**src/rssalu_cfg.svh**
```systemverilog
`ifndef RSSALU_CFG_SVH
`define RSSALU_CFG_SVH
// ==========================================================
// Constants
// Data and address widths
`define RSSALU_DATA_W 8
`define RSSALU_ADDR_W 7
// Destination select encodings
`define RSSALU_DEST_ACC 1'h0
`define RSSALU_DEST_REG 1'h1
// Reset values
`define RSSALU_ACC_RST 8'h00
`define RSSALU_WDT_RST 8'h00
`define RSSALU_PRE_RST 8'h00
`define RSSALU_HALF_LSB 3
// Status flag values at reset
`define RSSALU_PD_RST 1'h1
`define RSSALU_TO_RST 1'h1
// Last prescaler count before the watchdog counter steps
`define RSSALU_PRE_MAX 8'hFF
`endif

```
**src/rssalu_pkg.sv**
```systemverilog
package rssalu_pkg;
  // Operation codes presented by the decoder
  typedef enum logic [2:0] {
    OP_NONE = 3'h0,
    OP_ROT_RIGHT = 3'h1,
    OP_ROT_LEFT = 3'h2,
    OP_LIT_SUB = 3'h3,
    OP_REG_SUB = 3'h4,
    OP_SLEEP = 3'h5
  } rssalu_op_type;
  // Run state of the core
  typedef enum logic [0:0] {
    ST_RUN = 1'h0,
    ST_ASLEEP = 1'h1
  } rssalu_state_type;
  // All registered state of the datapath
  typedef struct packed {
    rssalu_state_type st;
    logic [7:0] acc;
    logic carry;
    logic half_carry;
    logic zero;
    logic powerdown_flag;
    logic watchdog_expiry_flag;
    logic [7:0] watchdog_counter;
    logic [7:0] prescaler;
    logic wr_en;
    logic [6:0] wr_addr;
    logic [7:0] wr_data;
  } rssalu_state_t_type;
endpackage

```
**src/rssalu_core.sv**
```systemverilog
`timescale 1ns/1ps
`include "rssalu_cfg.svh"
module rssalu_core (
  input wire logic sys_clk_in, // Core instruction clock
  input wire logic rstn_in, // Asynchronous reset, active low
  input wire logic ce_in, // Clock enable, freezes state when low
  input wire logic op_valid_in, // Instruction present this cycle
  input wire logic [2:0] op_code_in, // Operation code
  input wire logic [6:0] file_addr_in, // File register address
  input wire logic dest_in, // Destination select bit
  input wire logic [7:0] literal_in, // Immediate literal
  input wire logic [7:0] file_rd_data_in, // Addressed register value
  input wire logic wake_in, // Wake event ends sleep
  input wire logic wdt_tick_in, // Watchdog prescaler clock tick
  output logic [6:0] file_rd_addr_out, // Register file read address
  output logic file_wr_en_out, // Register file write strobe
  output logic [6:0] file_wr_addr_out, // Register file write address
  output logic [7:0] file_wr_data_out, // Register file write data
  output logic [7:0] acc_out, // Accumulator
  output logic carry_out, // Carry flag
  output logic half_carry_out, // Half carry flag
  output logic zero_out, // Zero flag
  output logic powerdown_flag_out, // Power-down status, low after sleep
  output logic watchdog_expiry_flag_out, // Expiry status, high after sleep
  output logic [7:0] watchdog_counter_out, // Watchdog count
  output logic halted_out, // Execution halted
  output logic osc_stop_out // Main oscillator stop request
);

  // ==========================================================
  // State
  rssalu_pkg::rssalu_state_t_type s_q; // Registered state
  rssalu_pkg::rssalu_state_t_type s_d; // Next state
  rssalu_pkg::rssalu_op_type op; // Decoded operation
  logic [8:0] diff; // Nine-bit difference, top bit is borrow-free
  logic [4:0] hdiff; // Low-nibble difference
  logic [7:0] minuend; // Literal or register operand
  logic [7:0] result; // Operation result
  logic take; // Instruction accepted

  assign op = rssalu_pkg::rssalu_op_type'(op_code_in);
  assign take = op_valid_in && (s_q.st == rssalu_pkg::ST_RUN);
  // Address goes straight through; its 7-bit width bounds it to 0..127
  assign file_rd_addr_out = file_addr_in;

  // ==========================================================
  // Arithmetic
  // Minuend is the literal or the addressed register
  always_comb begin
    minuend = (op == rssalu_pkg::OP_LIT_SUB) ? literal_in : file_rd_data_in;
    // Adding ninth bit makes the top bit read as "no borrow" directly
    diff = {1'h1, minuend} - {1'h0, s_q.acc};
    hdiff = {1'h1, minuend[3:0]} - {1'h0, s_q.acc[3:0]};
  end

  // ==========================================================
  // Next-state logic
  always_comb begin
    s_d = s_q;
    s_d.wr_en = 1'h0;
    result = 8'h00;
    if (wdt_tick_in) begin
      // Watchdog keeps counting, also while asleep
      s_d.prescaler = s_q.prescaler + 8'h01;
      if (s_q.prescaler == `RSSALU_PRE_MAX) begin
        s_d.watchdog_counter = s_q.watchdog_counter + 8'h01;
      end
    end
    if (s_q.st == rssalu_pkg::ST_ASLEEP) begin
      // Only a wake event or a reset resumes execution
      if (wake_in) begin
        s_d.st = rssalu_pkg::ST_RUN;
      end
    end else if (take) begin
      case (op)
        rssalu_pkg::OP_ROT_RIGHT: begin
          result = {s_q.carry, file_rd_data_in[7:1]};
          s_d.carry = file_rd_data_in[0];
        end
        rssalu_pkg::OP_ROT_LEFT: begin
          result = {file_rd_data_in[6:0], s_q.carry};
          s_d.carry = file_rd_data_in[7];
        end
        rssalu_pkg::OP_LIT_SUB, rssalu_pkg::OP_REG_SUB: begin
          result = diff[7:0];
          s_d.carry = diff[8];
          s_d.half_carry = hdiff[4];
          s_d.zero = (diff[7:0] == 8'h00);
        end
        rssalu_pkg::OP_SLEEP: begin
          s_d.powerdown_flag = 1'h0;
          s_d.watchdog_expiry_flag = 1'h1;
          s_d.watchdog_counter = `RSSALU_WDT_RST;
          s_d.prescaler = `RSSALU_PRE_RST;
          s_d.st = rssalu_pkg::ST_ASLEEP;
        end
        default: begin
          result = 8'h00;
        end
      endcase
      // Route result by destination; literal form always to accumulator
      if (op == rssalu_pkg::OP_LIT_SUB) begin
        s_d.acc = result;
      end else if (op == rssalu_pkg::OP_ROT_RIGHT ||
                   op == rssalu_pkg::OP_ROT_LEFT ||
                   op == rssalu_pkg::OP_REG_SUB) begin
        if (dest_in == `RSSALU_DEST_ACC) begin
          s_d.acc = result;
        end else begin
          s_d.wr_en = 1'h1;
          s_d.wr_addr = file_addr_in;
          s_d.wr_data = result;
        end
      end
    end
  end

  // ==========================================================
  // State register
  always_ff @(posedge sys_clk_in or negedge rstn_in) begin
    if (!rstn_in) begin
      s_q <= '0;
      s_q.powerdown_flag <= `RSSALU_PD_RST;
      s_q.watchdog_expiry_flag <= `RSSALU_TO_RST;
    end else if (ce_in) begin
      s_q <= s_d;
    end
  end

  // ==========================================================
  // Outputs
  assign file_wr_en_out = s_q.wr_en;
  assign file_wr_addr_out = s_q.wr_addr;
  assign file_wr_data_out = s_q.wr_data;
  assign acc_out = s_q.acc;
  assign carry_out = s_q.carry;
  assign half_carry_out = s_q.half_carry;
  assign zero_out = s_q.zero;
  assign powerdown_flag_out = s_q.powerdown_flag;
  assign watchdog_expiry_flag_out = s_q.watchdog_expiry_flag;
  assign watchdog_counter_out = s_q.watchdog_counter;
  // Oscillator stop follows the sleep state
  assign halted_out = (s_q.st == rssalu_pkg::ST_ASLEEP);
  assign osc_stop_out = (s_q.st == rssalu_pkg::ST_ASLEEP);

  // ==========================================================
  // Operands are read back through $past, so the checks keep no state
  // of their own that the clock enable would have to freeze as well

  property p_rotr;
    @(posedge sys_clk_in) disable iff (!rstn_in)
    (ce_in && take && op == rssalu_pkg::OP_ROT_RIGHT) |=>
      carry_out == $past(file_rd_data_in[0]) &&
      ($past(dest_in) ? file_wr_data_out : acc_out) ==
        {$past(carry_out), $past(file_rd_data_in[7:1])};
  endproperty
  a_rotr: assert property (p_rotr) else $error("Rotate right carry");

  property p_rotl;
    @(posedge sys_clk_in) disable iff (!rstn_in)
    (ce_in && take && op == rssalu_pkg::OP_ROT_LEFT) |=>
      carry_out == $past(file_rd_data_in[7]) &&
      ($past(dest_in) ? file_wr_data_out : acc_out) ==
        {$past(file_rd_data_in[6:0]), $past(carry_out)};
  endproperty
  a_rotl: assert property (p_rotl) else $error("Rotate left carry");

  property p_dest_reg;
    @(posedge sys_clk_in) disable iff (!rstn_in)
    (ce_in && take && op == rssalu_pkg::OP_REG_SUB && dest_in) |=>
      file_wr_en_out && $stable(acc_out);
  endproperty
  a_dest_reg: assert property (p_dest_reg) else $error("Dest reg");

  property p_dest_acc;
    @(posedge sys_clk_in) disable iff (!rstn_in)
    (ce_in && take && op == rssalu_pkg::OP_ROT_RIGHT && !dest_in) |=>
      !file_wr_en_out;
  endproperty
  a_dest_acc: assert property (p_dest_acc) else $error("Dest acc");

  // A write-back must land at the address that came with the instruction
  property p_addr;
    @(posedge sys_clk_in) disable iff (!rstn_in)
    (ce_in && take && dest_in &&
     (op == rssalu_pkg::OP_ROT_RIGHT || op == rssalu_pkg::OP_ROT_LEFT ||
      op == rssalu_pkg::OP_REG_SUB)) |=>
      file_wr_en_out && file_wr_addr_out == $past(file_addr_in);
  endproperty
  a_addr: assert property (p_addr) else $error("Address path");

  property p_lit;
    @(posedge sys_clk_in) disable iff (!rstn_in)
    (ce_in && take && op == rssalu_pkg::OP_LIT_SUB) |=>
      acc_out == 8'($past(literal_in) - $past(acc_out)) &&
      !file_wr_en_out;
  endproperty
  a_lit: assert property (p_lit) else $error("Literal subtract");

  property p_flags;
    @(posedge sys_clk_in) disable iff (!rstn_in)
    (ce_in && take && op == rssalu_pkg::OP_LIT_SUB) |=>
      carry_out == ($past(acc_out) <= $past(literal_in)) &&
      half_carry_out ==
        ($past(acc_out[3:0]) <= $past(literal_in[3:0])) &&
      zero_out == (acc_out == 8'h00);
  endproperty
  a_flags: assert property (p_flags) else $error("Subtract flags");

  property p_regsub;
    @(posedge sys_clk_in) disable iff (!rstn_in)
    (ce_in && take && op == rssalu_pkg::OP_REG_SUB && dest_in) |=>
      file_wr_data_out ==
        8'($past(file_rd_data_in) - $past(acc_out)) &&
      carry_out == ($past(acc_out) <= $past(file_rd_data_in));
  endproperty
  a_regsub: assert property (p_regsub) else $error("Reg subtract");

  property p_sleep;
    @(posedge sys_clk_in) disable iff (!rstn_in)
    (ce_in && take && op == rssalu_pkg::OP_SLEEP) |=>
      !powerdown_flag_out && watchdog_expiry_flag_out &&
      watchdog_counter_out == 8'h00 && halted_out && osc_stop_out;
  endproperty
  a_sleep: assert property (p_sleep) else $error("Sleep");

  // Asleep without a wake event: nothing executes, nothing is written
  property p_halt;
    @(posedge sys_clk_in) disable iff (!rstn_in)
    (ce_in && halted_out && !wake_in) |=>
      halted_out && osc_stop_out && $stable(acc_out) && !file_wr_en_out;
  endproperty
  a_halt: assert property (p_halt) else $error("Halted");

  c_sleep: cover property (@(posedge sys_clk_in)
    take && op == rssalu_pkg::OP_SLEEP);
  c_borrow: cover property (@(posedge sys_clk_in)
    take && op == rssalu_pkg::OP_LIT_SUB ##1 !carry_out);
  c_wrreg: cover property (@(posedge sys_clk_in) file_wr_en_out);
  c_wake: cover property (@(posedge sys_clk_in)
    halted_out ##1 !halted_out);
endmodule // rssalu_core

```
**config.mk**
```make
export PLATFORM = sky130hd
export DESIGN_NAME = rssalu_core
export DESIGN_NICKNAME = d
export VERILOG_FILES = /design/src/rssalu_pkg.sv /design/src/rssalu_core.sv
export VERILOG_INCLUDE_DIRS = /design/src /design/src/src
export SDC_FILE = /design/constraint.sdc
export NUM_CORES = 1
export LEC_CHECK = 0
export ABC_CLOCK_PERIOD_IN_PS = 5700
export BUFFER_PORTS_ARGS = -buffer_cell sky130_fd_sc_hd__buf_4
export CORE_MARGIN = 3
export CORE_UTILIZATION = 49
export DETAILED_ROUTE_END_ITERATION = 6
export GPL_TIMING_DRIVEN = 0
export PLACE_DENSITY_LB_ADDON = 0.05
export SETUP_SLACK_MARGIN = 0.3
export SLEW_MARGIN = 20
export SYNTH_ARGS = -nofsm -noshare
export SYNTH_HDL_FRONTEND = slang
export SYNTH_SLANG_ARGS = --single-unit
export TNS_END_PERCENT = 10
```
**constraint.sdc**
```tcl
create_clock -name sys_clk_in -period 5.7 [get_ports sys_clk_in]
set_input_delay 0.57 -clock sys_clk_in [delete_from_list [all_inputs] [get_ports sys_clk_in]]
set_output_delay 0.57 -clock sys_clk_in [all_outputs]
set_load 0.03 [all_outputs]
```
==> impl_metrics.toml <==
[setup_path]
crit_type = "in2reg"
timing.critical_path.arrival_ns = 3.30
timing.critical_path.from = "op_code_in[0]"
required_ns = 5.90
type_of_element_capturing_the_critical_path = "flip-flop"
path_max_fanout = 10
worst_r2r_startpoint = "acc_out[0]$_DFFE_PN0P_"
timing.critical_path.from_type = "primary input"

[clocking]
clockBufferDepth = 2
cts_inserted_buffers = 5
insertion_delay_ns = 0.30
clockRootBuffer = "clkbuf_8"
cts-htree-levels = 2
cts_setup_buffers = 0
cts_repair_resize_count = 0
clkSinkCount = 45
tritoncts_clock_tree = "built"
cts.reportedPaths.clkPinSlew_ns = 0.09
ctsHoldBuffers = 0

[floorplanning]
fp.dieArea_sq_mm = 0.00717
die_h_microns = 84.7
fp.dieW_microns = 84.7
design.portCount = 79
core_region_area_sq_mm = 0.00596
start_util_pct = 50.9
placement_rows = 28

[detailed_routing]
wirelength_microns = 6690
routed-via-count = 2397
dr.first_iter.drc_count = 99
remaining_number_of_nets_flagged_by_the_antenna_check_after_routing = 0
drcViolationCount = 0
dr.pass1.iters = 4
vias_per_cell = 5.12
routed_wire_length_per_instance_microns = 14.3

[place]
dpl-instance-area_sq_mm = 0.00370
routabilityCongestion = 0.964
detailed_place_hpwl_microns = 5160
place.port_buffers = 76

[logic_synthesis]
synthCells = 309
synth-edff-count = 0
ys.flop_type = "dfrtp_1"
post_synth_xor_area_fraction_pct = 5.49
synth_top_family_by_area = "simple AND/OR/NAND/NOR gates"
syn_area_cell_sq_um = 9.81
ys_seq_area_share_pct = 37.2
post_synth_fa_ha_maj_area_fraction_pct = 5.16
syn_nets = 353
synth-warning-count = 0
area_fraction_in_and_or_nand_and_nor_cells_after_synthesis_pct = 15.6
synth.ff_latch_count = 45
share_of_the_synthesized_area_in_compound_gates_ao_oa_aoi_oai_pct = 12.6
syn-cell-area_sq_mm = 0.00303
proportion_of_synthesized_area_in_mux_cells_pct = 9.16
post_synth_num_cell_types = 54
synth_async_sr_flop_share_pct = 100

[power]
cell_internal_pwr_w = 0.000811
power_density_mw_per_mm2 = 344
seqPwrFrac_pct = 33.5
switching_power_w = 0.000500
peakVddDrop_mv = 0.205
power.share.clock_pct = 19.0
netSwitchingFraction_pct = 38.1
combPwrFrac_pct = 47.6
power_leakage_nw = 1.91

[finish]
layout_common_cells = "buf_4 (119), dfrtp_1 (44), nor2_1 (29), mux2_2 (22)"
cell_area_after_layout_sq_mm = 0.00381
layout.nets = 436
syn2layout_area_growth_pct = 25.6
drive_gt1_share_pct = 46.3
mostFrequentLayoutCell = "buf_4"
insertedDiodeCount = 0

[timing]
period_share_pct = 54.4
period_needed_ns = 3.10
slew_viol_final = 0
final_report_hold_violation_count = 0
grt_setup_unrepaired = "false"
slew-limit-headroom_pct = 62.0
fmaxAchievable_mhz = 323
fin_tns_setup_ns = 0
timing.clock.skew_ns = 0.00465
finalSetupViolations = 0
tightest_slew_ns = 0.570

[global_route]
global_route_wire_length_before_repair_microns = 11100
number_of_global_route_vias_before_repair = 2374
gr-usage-all-layers_pct = 19.2
grt_overflow = 0
grt_max_degree = 46
antenna_found_initial = 0

[run_status]
outcome = "complete, no violations"

[min_path]
hp-class = "in2async"

[flow_run]
max-cap-violations = 0
## cell type report
class / instances / area, sq um
fill: 533 / 2150
sequential: 45 / 1130
timing repair buffer: 76 / 571
buffer: 52 / 393
multi-input combinational: 198 / 1460
inverter: 14 / 52.6
clock buffer: 6 / 72.6
clock inverter: 2 / 38.8
tap: 75 / 93.8
## stage by stage
| step | std cells | hold slack [ns] | total power [W] | utilization, % | setup WS [ns] |
|---|---|---|---|---|---|
| global placement | 460 | 0.466 | 0.00106 | 62.1 | 2.29 |
| global route | 468 | 0.297 | 0.00139 | 63.9 | 2.49 |
| detailed placement | 460 | 0.475 | 0.00107 | 62.1 | 2.28 |
| finish | 468 | 0.250 | 0.00131 | 63.9 | 2.60 |
| CTS | 468 | 0.281 | 0.00132 | 63.9 | 2.60 |
| floorplan | 309 | 0.274 | 0.000889 | - | 2.70 |
## logic make-up (layout without fill, tap and decap cells)
group	Yosys count	count (layout)
adders and majority gates	12	12
muxes	25	25
DFF	45	45
xor gates and xnor gates	19	19
other	1	1
and+or+nand+nor	85	85
buffers and inverters	66	150
AOI/OAI and AO/OA	56	56
## worst max-delay path, cell delays in order
cell and delay [ns]:
buf_4 0.09, inv_2 0.06, or3_4 0.41, buf_6 0.16
mux2i_1 0.15, ha_1 0.22, fa_1 0.40, nor2b_1 0.19
o2111ai_1 0.18, a31oi_1 0.25, a31oi_1 0.10, o2bb2ai_1 0.23
mux2_2 0.29
## registers in the layout (all words and copies together) (netlist names)
register / cells
acc_out: 8
file_wr_data_out: 8
s_q: 8
watchdog_counter_out: 8
file_wr_addr_out: 7
carry_out: 1
file_wr_en_out: 1
half_carry_out: 1
halted_out: 1
powerdown_flag_out: 1
zero_out: 1
## synthesized netlist by cell type, drive strengths merged, types with 5 or more instances
library cell | count | area [sq um]
nand2 | 18 | 82.6
o21ai | 10 | 50.1
mux2 | 22 | 248
inv | 14 | 52.6
and3 | 6 | 38.8
nand4 | 7 | 43.8
xnor2 | 5 | 43.8
dfrtp | 44 | 1100
nor2 | 35 | 146
a21oi | 12 | 60.1
ha | 10 | 125
buf | 52 | 393
a22oi | 8 | 60.1
xor2 | 14 | 123
## layer usage
metal	GRT usage, %	share of wire, %	up-vias
li1	-	-	1196
met1	23.1	43	1135
met2	34.5	51	55
met3	4.12	4.7	11
met4	5.61	1.8	0
met5	0	0	-
## final timing paths
check                                                  to  slack (ns)  cells past startpoint
max                                acc_out[6]$_DFFE_PN0P_        2.60                     13
min                                   s_q[20]$_DFFE_PN0P_        0.25                      1
max reg2reg                        acc_out[6]$_DFFE_PN0P_        3.32                      8
min reg2reg                powerdown_flag_out$_DFFE_PN1P_        0.49                      1
max in group asynchronous          acc_out[3]$_DFFE_PN0P_        5.05                      1
min in group sys_clk_in        file_wr_en_out$_DFFE_PN0P_        0.47                      2
## power by group through the flow
stage	clock network [W]	logic (W)	registers, W
final	0.000248	0.000624	0.000438
after global routing	0.000265	0.000678	0.000448
after CTS	0.000253	0.000628	0.000439
after detailed placement	0	0.000625	0.000445
after global placement	0	0.000616	0.000442
after floorplan	0	0.000446	0.000443
Note: power is estimated with default switching activity, not from simulation.
